**config.mk**
```make
export PLATFORM = sky130hd
export DESIGN_NAME = motor_switch_sequencer
export DESIGN_NICKNAME = d
export VERILOG_FILES = /design/src/core/motor_seq_pkg.sv /design/src/core/motor_cmd_if.sv /design/src/core/motor_cmd_decode.sv /design/src/core/motor_input_sync.sv /design/src/core/motor_switch_sequencer.sv
export SDC_FILE = /design/constraint.sdc
export NUM_CORES = 1
export LEC_CHECK = 0
export BUFFER_PORTS_ARGS = -buffer_cell sky130_fd_sc_hd__buf_4
export CORE_AREA = 3 3 64 66
export CTS_CLUSTER_DIAMETER = 200
export DETAILED_ROUTE_END_ITERATION = 8
export DIE_AREA = 0 0 67 69
export GPL_ROUTABILITY_DRIVEN = 0
export HOLD_SLACK_MARGIN = 0.08
export RECOVER_POWER = 100
export SLEW_MARGIN = 20
export SYNTH_ARGS = -nofsm -noshare
export SYNTH_HDL_FRONTEND = slang
export SYNTH_HIERARCHICAL = 1
export SYNTH_SLANG_ARGS = --single-unit
```
**constraint.sdc**
```tcl
create_clock -name clk_in -period 4.7 [get_ports clk_in]
set_input_delay 0 -clock clk_in [delete_from_list [all_inputs] [get_ports clk_in]]
set_output_delay 0 -clock clk_in [all_outputs]
set_load 0.03 [all_outputs]
```
**src/core/motor_seq_pkg.sv**
```systemverilog
package motor_seq_pkg;

  // Command source and digital-input scheme selection
  typedef enum logic [2:0] {
    SCHEME_TWO_WIRE_1,
    SCHEME_TWO_WIRE_2,
    SCHEME_TWO_WIRE_3,
    SCHEME_THREE_WIRE_1,
    SCHEME_THREE_WIRE_2,
    SCHEME_FIELDBUS
  } scheme_t;

  // Reported sequencer state, coded for the status output
  typedef enum logic [2:0] {
    switch_on_inhibited_state,
    ready_to_switch_on_state,
    ready_state,
    operation_state,
    normal_stop_state,
    fast_stop_state
  } seq_state_t;

  localparam int DI_W = 3;
  localparam int DI_ENABLE = 0;
  localparam int DI_CMD_A = 1;
  localparam int DI_CMD_B = 2;
  localparam int SYNC_W = 2;

  // Fieldbus control word bit positions
  localparam int CW_W = 16;
  localparam int CW_ON = 0;
  localparam int CW_NO_COAST = 1;
  localparam int CW_NO_QUICK = 2;
  localparam int CW_OP_ENABLE = 3;
  localparam int CW_REVERSE = 11;

  localparam logic [1:0] CMD_NONE = 2'h0;
  localparam logic [1:0] CMD_CW = 2'h1;
  localparam logic [1:0] CMD_CCW = 2'h2;

endpackage

```
**src/core/motor_cmd_if.sv**
```systemverilog
`timescale 1ns/10ps
interface motor_cmd_if;
  logic run;
  logic reverse;
  logic op_enable;
  logic coast_stop;
  logic quick_stop;
  modport src (output run, output reverse, output op_enable, output coast_stop,
    output quick_stop);
  modport dst (input run, input reverse, input op_enable, input coast_stop,
    input quick_stop);
endinterface

```
**src/core/motor_cmd_decode.sv**
```systemverilog
`timescale 1ns/10ps
module motor_cmd_decode
  import motor_seq_pkg::*;
(
  // Clock and control
  input wire logic clk_in,
  input wire logic rst_n_in,
  input wire logic ce_in,
  // Configuration
  input wire scheme_t scheme_in,
  input wire logic di_op_enable_in,
  input wire logic zero_speed_in,
  // Sources; pin inputs already synchronised, control word taken directly
  input wire logic [DI_W-1:0] di_in,
  input wire logic [CW_W-1:0] ctrl_word_in,
  input wire logic di_coast_stop_n_in,
  input wire logic di_quick_stop_n_in,
  // Decoded commands
  motor_cmd_if.src cmd
);

  logic [1:0] latch_ff;
  logic [1:0] first_ff;
  logic a;
  logic b;
  logic en;
  logic fb;

  assign a = di_in[DI_CMD_A];
  assign b = di_in[DI_CMD_B];
  assign en = di_in[DI_ENABLE];
  assign fb = (scheme_in == SCHEME_FIELDBUS);

  // Three-wire latch of direction push-buttons; first-wins memory for method 2
  always_ff @(posedge clk_in) begin
    if (!rst_n_in) begin
      latch_ff <= CMD_NONE;
      first_ff <= CMD_NONE;
    end else if (ce_in) begin
      if (!en) begin
        latch_ff <= CMD_NONE;
      end else if (scheme_in == SCHEME_THREE_WIRE_2) begin
        // Only the switch-on input latches; the other one only reverses
        if (a) begin
          latch_ff <= CMD_CW;
        end
      end else if (a && !b) begin
        latch_ff <= CMD_CW;
      end else if (b && !a) begin
        latch_ff <= CMD_CCW;
      end
      if (!a && !b) begin
        first_ff <= CMD_NONE;
      end else if (zero_speed_in || first_ff == CMD_NONE) begin
        first_ff <= (a && !(first_ff == CMD_CCW && b)) ? CMD_CW : CMD_CCW;
      end
    end
  end

  always_comb begin
    cmd.run = 1'b0;
    cmd.reverse = 1'b0;
    case (scheme_in)
      SCHEME_TWO_WIRE_1: begin
        cmd.run = di_in[DI_ENABLE];
        cmd.reverse = a;
      end
      SCHEME_TWO_WIRE_2: begin
        cmd.run = a || b;
        cmd.reverse = (first_ff == CMD_CCW);
      end
      SCHEME_TWO_WIRE_3: begin
        cmd.run = a ^ b;
        cmd.reverse = b && !a;
      end
      SCHEME_THREE_WIRE_1: begin
        cmd.run = en && (latch_ff != CMD_NONE);
        cmd.reverse = (latch_ff == CMD_CCW);
      end
      SCHEME_THREE_WIRE_2: begin
        cmd.run = en && (latch_ff != CMD_NONE);
        cmd.reverse = b;
      end
      SCHEME_FIELDBUS: begin
        cmd.run = ctrl_word_in[CW_ON];
        cmd.reverse = ctrl_word_in[CW_REVERSE];
      end
      default: begin
        cmd.run = 1'b0;
        cmd.reverse = 1'b0;
      end
    endcase
  end

  // Fieldbus enable comes from the control word; terminals use a default-high setting
  assign cmd.op_enable = fb ? ctrl_word_in[CW_OP_ENABLE] : di_op_enable_in;
  assign cmd.coast_stop = !di_coast_stop_n_in || (fb && !ctrl_word_in[CW_NO_COAST]);
  assign cmd.quick_stop = !di_quick_stop_n_in || (fb && !ctrl_word_in[CW_NO_QUICK]);

endmodule

```
**src/core/motor_input_sync.sv**
```systemverilog
`timescale 1ns/10ps
module motor_input_sync
  import motor_seq_pkg::*;
#(
  parameter int WIDTH = 1
) (
  // Clock and control
  input wire logic clk_in,
  input wire logic rst_n_in,
  input wire logic ce_in,
  // Data
  input wire logic [WIDTH-1:0] async_in,
  output logic [WIDTH-1:0] sync_out
);

  logic [WIDTH-1:0] meta_ff;
  logic [WIDTH-1:0] sync_ff;

  always_ff @(posedge clk_in) begin
    if (!rst_n_in) begin
      meta_ff <= '0;
      sync_ff <= '0;
    end else if (ce_in) begin
      meta_ff <= async_in;
      sync_ff <= meta_ff;
    end
  end

  assign sync_out = sync_ff;

endmodule

```
**src/core/motor_switch_sequencer.sv**
```systemverilog
`timescale 1ns/10ps
module motor_switch_sequencer
  import motor_seq_pkg::*;
(
  // Clock, reset, enable
  input wire logic clk_in,
  input wire logic rst_n_in,
  input wire logic ce_in,
  // Configuration
  input wire scheme_t scheme_in,
  input wire logic auto_start_in,
  input wire logic di_op_enable_in,
  // Commands from pins and fieldbus
  input wire logic [DI_W-1:0] di_in,
  input wire logic di_coast_stop_n_in,
  input wire logic di_quick_stop_n_in,
  input wire logic [CW_W-1:0] ctrl_word_in,
  // Motor control path
  input wire logic zero_speed_in,
  // Status and motor control
  output seq_state_t state_out,
  output logic energise_out,
  output logic ramp_down_out,
  output logic quick_ramp_out,
  output logic reverse_out
);

  motor_cmd_if cmd_bus ();

  logic [DI_W-1:0] di_sync;
  logic [1:0] stop_n_sync;
  seq_state_t state_ff;
  seq_state_t nxt_state;
  logic boot_ff;
  logic energise_ff;
  logic ramp_down_ff;
  logic quick_ramp_ff;
  logic reverse_ff;
  logic coast;
  logic quick;
  logic run;

  motor_input_sync #(.WIDTH(DI_W)) u_di_sync (
    .clk_in(clk_in),
    .rst_n_in(rst_n_in),
    .ce_in(ce_in),
    .async_in(di_in),
    .sync_out(di_sync)
  );

  // Stop inputs reset low, so they read as active until synchronised
  motor_input_sync #(.WIDTH(2)) u_stop_sync (
    .clk_in(clk_in),
    .rst_n_in(rst_n_in),
    .ce_in(ce_in),
    .async_in({di_coast_stop_n_in, di_quick_stop_n_in}),
    .sync_out(stop_n_sync)
  );

  motor_cmd_decode u_decode (
    .clk_in(clk_in),
    .rst_n_in(rst_n_in),
    .ce_in(ce_in),
    .scheme_in(scheme_in),
    .di_op_enable_in(di_op_enable_in),
    .zero_speed_in(zero_speed_in),
    .di_in(di_sync),
    .ctrl_word_in(ctrl_word_in),
    .di_coast_stop_n_in(stop_n_sync[1]),
    .di_quick_stop_n_in(stop_n_sync[0]),
    .cmd(cmd_bus.src)
  );

  assign coast = cmd_bus.coast_stop;
  assign quick = cmd_bus.quick_stop && !coast;
  assign run = cmd_bus.run;

  // First evaluation after reset, once synchronisers have settled
  logic [SYNC_W-1:0] settle_ff;
  always_ff @(posedge clk_in) begin
    if (!rst_n_in) begin
      settle_ff <= '0;
      boot_ff <= 1'b1;
    end else if (ce_in) begin
      settle_ff <= {settle_ff[SYNC_W-2:0], 1'b1};
      if (settle_ff[SYNC_W-1]) begin
        boot_ff <= 1'b0;
      end
    end
  end

  always_comb begin
    nxt_state = state_ff;
    case (state_ff)
      switch_on_inhibited_state: begin
        if (boot_ff) begin
          nxt_state = switch_on_inhibited_state;
        end else if (coast || quick) begin
          nxt_state = switch_on_inhibited_state;
        end else if (settle_ff[SYNC_W-1] && !run) begin
          nxt_state = ready_to_switch_on_state;
        end
      end
      ready_to_switch_on_state: begin
        if (coast || quick) begin
          nxt_state = switch_on_inhibited_state;
        end else if (run) begin
          nxt_state = ready_state;
        end
      end
      ready_state: begin
        if (coast || quick) begin
          nxt_state = switch_on_inhibited_state;
        end else if (!run) begin
          nxt_state = ready_to_switch_on_state;
        end else if (cmd_bus.op_enable) begin
          nxt_state = operation_state;
        end
      end
      operation_state: begin
        if (coast) begin
          nxt_state = switch_on_inhibited_state;
        end else if (quick) begin
          nxt_state = fast_stop_state;
        end else if (!run || !cmd_bus.op_enable) begin
          nxt_state = normal_stop_state;
        end
      end
      normal_stop_state: begin
        if (coast) begin
          nxt_state = switch_on_inhibited_state;
        end else if (quick) begin
          nxt_state = fast_stop_state;
        end else if (zero_speed_in) begin
          nxt_state = ready_to_switch_on_state;
        end
      end
      fast_stop_state: begin
        if (coast || zero_speed_in) begin
          nxt_state = switch_on_inhibited_state;
        end
      end
      default: begin
        nxt_state = switch_on_inhibited_state;
      end
    endcase
  end

  always_ff @(posedge clk_in) begin
    if (!rst_n_in) begin
      state_ff <= switch_on_inhibited_state;
    end else if (ce_in) begin
      if (boot_ff && settle_ff[SYNC_W-1]) begin
        // Switch-on present at power-up inhibits unless auto start
        state_ff <= (run && !auto_start_in) ? switch_on_inhibited_state
                  : ((coast || quick) ? switch_on_inhibited_state
                  : (run ? ready_state : ready_to_switch_on_state));
      end else if (!boot_ff) begin
        state_ff <= nxt_state;
      end
    end
  end

  // Outputs registered from the next state
  always_ff @(posedge clk_in) begin
    if (!rst_n_in) begin
      energise_ff <= 1'b0;
      ramp_down_ff <= 1'b0;
      quick_ramp_ff <= 1'b0;
      reverse_ff <= 1'b0;
    end else if (ce_in) begin
      energise_ff <= (nxt_state == operation_state) || (nxt_state == normal_stop_state)
        || (nxt_state == fast_stop_state);
      ramp_down_ff <= (nxt_state == normal_stop_state);
      quick_ramp_ff <= (nxt_state == fast_stop_state);
      if (nxt_state == operation_state) begin
        reverse_ff <= cmd_bus.reverse;
      end
    end
  end

  assign state_out = state_ff;
  assign energise_out = energise_ff && !boot_ff;
  assign ramp_down_out = ramp_down_ff;
  assign quick_ramp_out = quick_ramp_ff;
  assign reverse_out = reverse_ff;

  a_coast_deenergise: assert property (@(posedge clk_in) disable iff (!rst_n_in)
    ce_in && !boot_ff && coast |=> !energise_ff)
    else $error("Motor still energised after coast stop");
  a_inhibit_ignores_on: assert property (@(posedge clk_in) disable iff (!rst_n_in)
    ce_in && !boot_ff && state_ff == switch_on_inhibited_state |=>
    state_ff != ready_state && state_ff != operation_state)
    else $error("Switch-on taken while inhibited");
  a_stop_inhibits: assert property (@(posedge clk_in) disable iff (!rst_n_in)
    ce_in && !boot_ff && (coast || quick) && state_ff != operation_state
    && state_ff != normal_stop_state && state_ff != fast_stop_state
    |=> state_ff == switch_on_inhibited_state)
    else $error("Stop command did not inhibit");
  a_ready_waits_enable: assert property (@(posedge clk_in) disable iff (!rst_n_in)
    ce_in && state_ff == ready_state && !cmd_bus.op_enable |=> state_ff != operation_state)
    else $error("Operation entered without enable");
  a_quick_fast_stop: assert property (@(posedge clk_in) disable iff (!rst_n_in)
    ce_in && state_ff == operation_state && quick |=> state_ff == fast_stop_state
    ##0 quick_ramp_ff)
    else $error("Quick stop did not enter fast stop");
  a_ramp_normal_stop: assert property (@(posedge clk_in) disable iff (!rst_n_in)
    ce_in && state_ff == operation_state && !coast && !quick && !run
    |=> state_ff == normal_stop_state && ramp_down_ff && energise_ff)
    else $error("Ramp stop did not report normal stop");
  a_normal_stop_report: assert property (@(posedge clk_in) disable iff (!rst_n_in)
    state_ff == normal_stop_state |-> ramp_down_ff && !quick_ramp_ff)
    else $error("Normal stop not reported");
  a_zero_ends_stop: assert property (@(posedge clk_in) disable iff (!rst_n_in)
    ce_in && state_ff == normal_stop_state && zero_speed_in && !coast && !quick
    |=> state_ff == ready_to_switch_on_state && !energise_ff)
    else $error("Standstill did not end normal stop");
  a_coast_priority: assert property (@(posedge clk_in) disable iff (!rst_n_in)
    ce_in && state_ff == operation_state && coast && cmd_bus.quick_stop
    |=> state_ff == switch_on_inhibited_state)
    else $error("Coast stop lost priority");
  a_enter_operation: assert property (@(posedge clk_in) disable iff (!rst_n_in)
    ce_in && state_ff == ready_state && run && cmd_bus.op_enable && !coast && !quick
    |=> state_ff == operation_state && energise_ff)
    else $error("Operation not entered");
  a_boot_ready: assert property (@(posedge clk_in) disable iff (!rst_n_in)
    ce_in && boot_ff && settle_ff[SYNC_W-1] && !run && !coast && !quick
    |=> state_ff == ready_to_switch_on_state)
    else $error("Boot did not reach ready to switch on");
  a_boot_inhibit: assert property (@(posedge clk_in) disable iff (!rst_n_in)
    ce_in && boot_ff && settle_ff[SYNC_W-1] && run && !auto_start_in
    |=> state_ff == switch_on_inhibited_state)
    else $error("Switch-on at boot did not inhibit");
  a_auto_start: assert property (@(posedge clk_in) disable iff (!rst_n_in)
    ce_in && boot_ff && settle_ff[SYNC_W-1] && run && auto_start_in && !coast && !quick
    |=> state_ff == ready_state)
    else $error("Automatic start inhibited at boot");
  a_fast_stop_ends: assert property (@(posedge clk_in) disable iff (!rst_n_in)
    ce_in && state_ff == fast_stop_state && zero_speed_in
    |=> state_ff == switch_on_inhibited_state && !energise_ff)
    else $error("Standstill did not end fast stop");
  a_quick_over_ramp: assert property (@(posedge clk_in) disable iff (!rst_n_in)
    ce_in && state_ff == normal_stop_state && quick |=> state_ff == fast_stop_state)
    else $error("Quick stop lost priority over ramp stop");
  a_fast_stop_report: assert property (@(posedge clk_in) disable iff (!rst_n_in)
    state_ff == fast_stop_state |-> quick_ramp_ff && !ramp_down_ff)
    else $error("Fast stop not reported");
  a_operation_on: assert property (@(posedge clk_in) disable iff (!rst_n_in)
    state_ff == operation_state |-> energise_ff && !ramp_down_ff && !quick_ramp_ff)
    else $error("Motor not energised in operation");

  c_operation: cover property (@(posedge clk_in) state_ff == operation_state);
  c_normal_stop: cover property (@(posedge clk_in) state_ff == normal_stop_state);
  c_fast_stop: cover property (@(posedge clk_in) state_ff == fast_stop_state);
  c_auto_start: cover property (@(posedge clk_in)
    $fell(boot_ff) && state_ff == ready_state);
  c_boot_inhibit: cover property (@(posedge clk_in)
    $fell(boot_ff) && state_ff == switch_on_inhibited_state);

endmodule
```
==> key figures <==
Clocking
  – Worst-path clk slew: approximately 0.080 ns
  – CTS H-tree depth: 1
  – Clk sinks: 24
  – Hold-fix buffers, CTS: 6
  – Setup Buffers After CTS: 0
  – Clock Latency Late Sink: 0.26 ns
  – CTS root buf: clkbuf_8
  – Post-CTS Resized: 0
  – TritonCTS Buffers: 3
  – CTS tree: built
  – Clk buf depth: 2

Place
  – Placement Cell Area: between 1500 and 2000 um^2
  – Final HPWL from detailed placement: approximately 2100 um
  – Input/output buffers: 25

Worst setup path
  – Critical path class: reg -> reg
  – Worst-path fanout max: 6
  – Crit path capture: ramp_down_out$_SDFFE_PN0P_
  – Worst Path Arrival: roughly 2.8 ns
  – FF-to-FF Start: u_di_sync/sync_out[2]$_SDFFE_PN0P_
  – Critical Path Source Type: flip-flop
  – Worst setup EP type: flip-flop
  – Reg2reg path depth: 10
  – Crit path required time: approximately 5 ns
  – Reg2reg setup slack: between 2 and 2.5 ns
  – CP startpoint: u_di_sync/sync_out[2]$_SDFFE_PN0P_
  – Reg2reg end: ramp_down_out$_SDFFE_PN0P_

Timing
  – Max Fclk: ~390 MHz
  – Fin crit share: 0.546
  – Fin Clk Skew: ~0.0014 ns
  – Setup TNS: 0 ns
  – Actual slew at the worst max-slew pin: roughly 0.95 ns
  – Max-slew headroom: 0.365
  – Max Slew Vio Count: 0
  – Final setup fails: 0
  – Final hold vios: 0
  – RSZ-0062 raised after global routing: no
  – Fin crit period: between 2 and 3 ns
  – Worst hold slack: roughly 0.14 ns

Layout
  – Fraction of layout cells with a size suffix above 1: 0.146
  – Final net count: ~220
  – Area Overhead vs Synth: 17.9%
  – Antenna diodes: 0
  – Finished Cell Area: about 1700 um^2

Yosys
  – Top cells by area, synth: dfxtp_1 (34%), mux2i_1 (9.9%), nor2b_1 (7.5%)
  – Post-Synthesis Cells: approximately 160
  – Post-Syn Area: 1410 um^2
  – Flop and latch count out of synthesis: 24
  – Commonest cells post-synth: dfxtp_1 (24), nor2b_1 (17), mux2i_1 (14), a21oi_1 (12), nand2_1 (10)
  – Dominant synthesized flop cell: dfxtp_1
  – Synth top area share: 0.341
  – Yosys top cell by area: dfxtp_1
  – Ys async rst share: 0
  – Syn Area/Cell: between 8 and 9 um^2
  – Most common cell in the netlist: dfxtp_1
  – Post-synth EDFFs: 0
  – Mapped Nets: between 150 and 200
  – Ys Warns: 6
  – Unique masters post-synth: 43
  – Sequential area share after synthesis: 0.341

Detailed routing
  – Via Count: 1183
  – DRT Pass-1 Iters: 4
  – WL met2: 1270 um
  – DR vias/cell: between 5 and 6
  – Met3 wire length: ~120 um
  – Wl on met1: roughly 1500 um
  – Final ANT Viol Nets: 0
  – WL/cell: 12.4 um
  – Starting DRC count in detailed routing: about 120
  – Top layer in use: met4
  – DRC: 0
  – Routed WL: roughly 2900 um

Global route
  – First-pass GRT wire length: between 4000 and 5000 um
  – Vias in the first global route: approximately 1100
  – GR Util All Layers: 0.132
  – Initial antenna violation count: 0
  – Overflow after GRT: 0
  – Largest net degree at the start of global routing: 28

Floorplanning
  – Die Area: between 4000 and 5000 um^2
  – Core area: 3630 um^2
  – Die Span Y: about 69 um
  – Num rows: 22
  – Die Wd: roughly 67 um
  – I/O pins: 37
  – Initial Utilization: 0.388

Run status
  – Status: finished clean

Pwr
  – Pleak: ~0.0006 uW
  – Cell Pwr Density: 250 nW/um^2
  – VDD IR max: about 0.088 mV

Hold path
  – WHS Path Cells: 2
  – Hold Path Origin: ce_in
  – Hold Path Class: in -> reg

Job
  – Max Cap Viol: 0
## critical path, stage by stage, from the launching register on
cell      delay (ns)
dfxtp_1         0.43
inv_1           0.12
ha_1            0.23
nor3b_1         0.19
a21oi_1         0.07
o221ai_1        0.42
a21boi_0        0.29
a211oi_2        0.08
a311o_2         0.37
nor3b_1         0.21
o21a_1          0.13
## layer usage
layer	global-route usage	vias up
li1	-	621
met1	0.178	533
met2	0.209	27
met3	0.0179	2
met4	0.0518	0
met5	0	-
## cell type report
| class | instances | area (um^2) |
|---|---|---|
| repair buffers | 31 | 218 |
| clock buffers | 4 | 55.1 |
| multi-input cells | 118 | 818 |
| flip-flops and latches | 24 | 480 |
| inverters | 8 | 30.0 |
| well taps | 48 | 60.1 |
| fillers | 377 | 1970 |
## worst min path at each step
| stage | to |
|---|---|
| 6_report | energise_ff$_SDFFE_PN0P_ |
| 3_3_place_gp | u_di_sync/meta_ff[0]$_SDFFE_PN0P_ |
| 4_1_cts | energise_ff$_SDFFE_PN0P_ |
| 3_5_place_dp | u_stop_sync/meta_ff[1]$_SDFFE_PN0P_ |
| 2_1_floorplan | u_stop_sync/sync_out[0]$_SDFFE_PN0P_ |
| 5_1_grt | energise_ff$_SDFFE_PN0P_ |
## stage by stage
step	util	worst slack [ns]	std cells	power, uW
after CTS	0.469	2.15	233	422
after floorplan	-	2.48	158	262
final	0.457	2.14	233	415
after global routing	0.457	1.88	233	436
after global placement	0.437	2.18	223	279
after detailed placement	0.437	2.17	223	282
## kinds of logic after synthesis
group | after synthesis | synth area share
fa+ha+maj | 3 | 0.0266
simple gates | 55 | 0.228
compound gates | 44 | 0.217
buf+inv | 16 | 0.0693
mux | 16 | 0.118
flops | 24 | 0.341
## placed cells by master, fill, tap and decap left out, types with 2 or more instances in the layout
master,netlist,final
a21boi_0,1,3
dfxtp_1,24,24
buf_4,1,17
clkbuf_1,0,8
nand2_1,10,10
inv_1,8,8
o221ai_1,2,2
nor2_1,7,7
nor2b_1,17,17
clkbuf_8,0,4
nor3b_1,3,3
o31ai_1,2,2
a311o_2,2,2
a21oi_1,12,12
ha_1,3,3
o21a_1,3,3
dlygate4sd3_1,0,6
mux2i_1,14,14
o211ai_1,2,2
nand3_1,5,6
o21ai_1,3,3
nor3_1,3,3
or3b_1,2,2
o21ai_0,6,7
## power by group
group | leakage [uW] | switching, uW | internal, uW
Clock | 0.0000288 | 62.3 | 74.6
Sequential | 0.000196 | 7.73 | 211
Combinational | 0.000379 | 29.9 | 29.9
Total | 0.000603 | 99.9 | 315
## sequential cells by signal, indices dropped and copies added, names as in the netlist, 2 cells and up
| register | count |
|---|---|
| state_out | 3 |
| u_di_sync/meta_ff | 3 |
| u_di_sync/sync_out | 3 |
| settle_ff | 2 |
| u_decode/first_ff | 2 |
| u_decode/latch_ff | 2 |
| u_stop_sync/meta_ff | 2 |
| u_stop_sync/sync_out | 2 |
No activity file was read; power rests on OpenSTA's default activity.
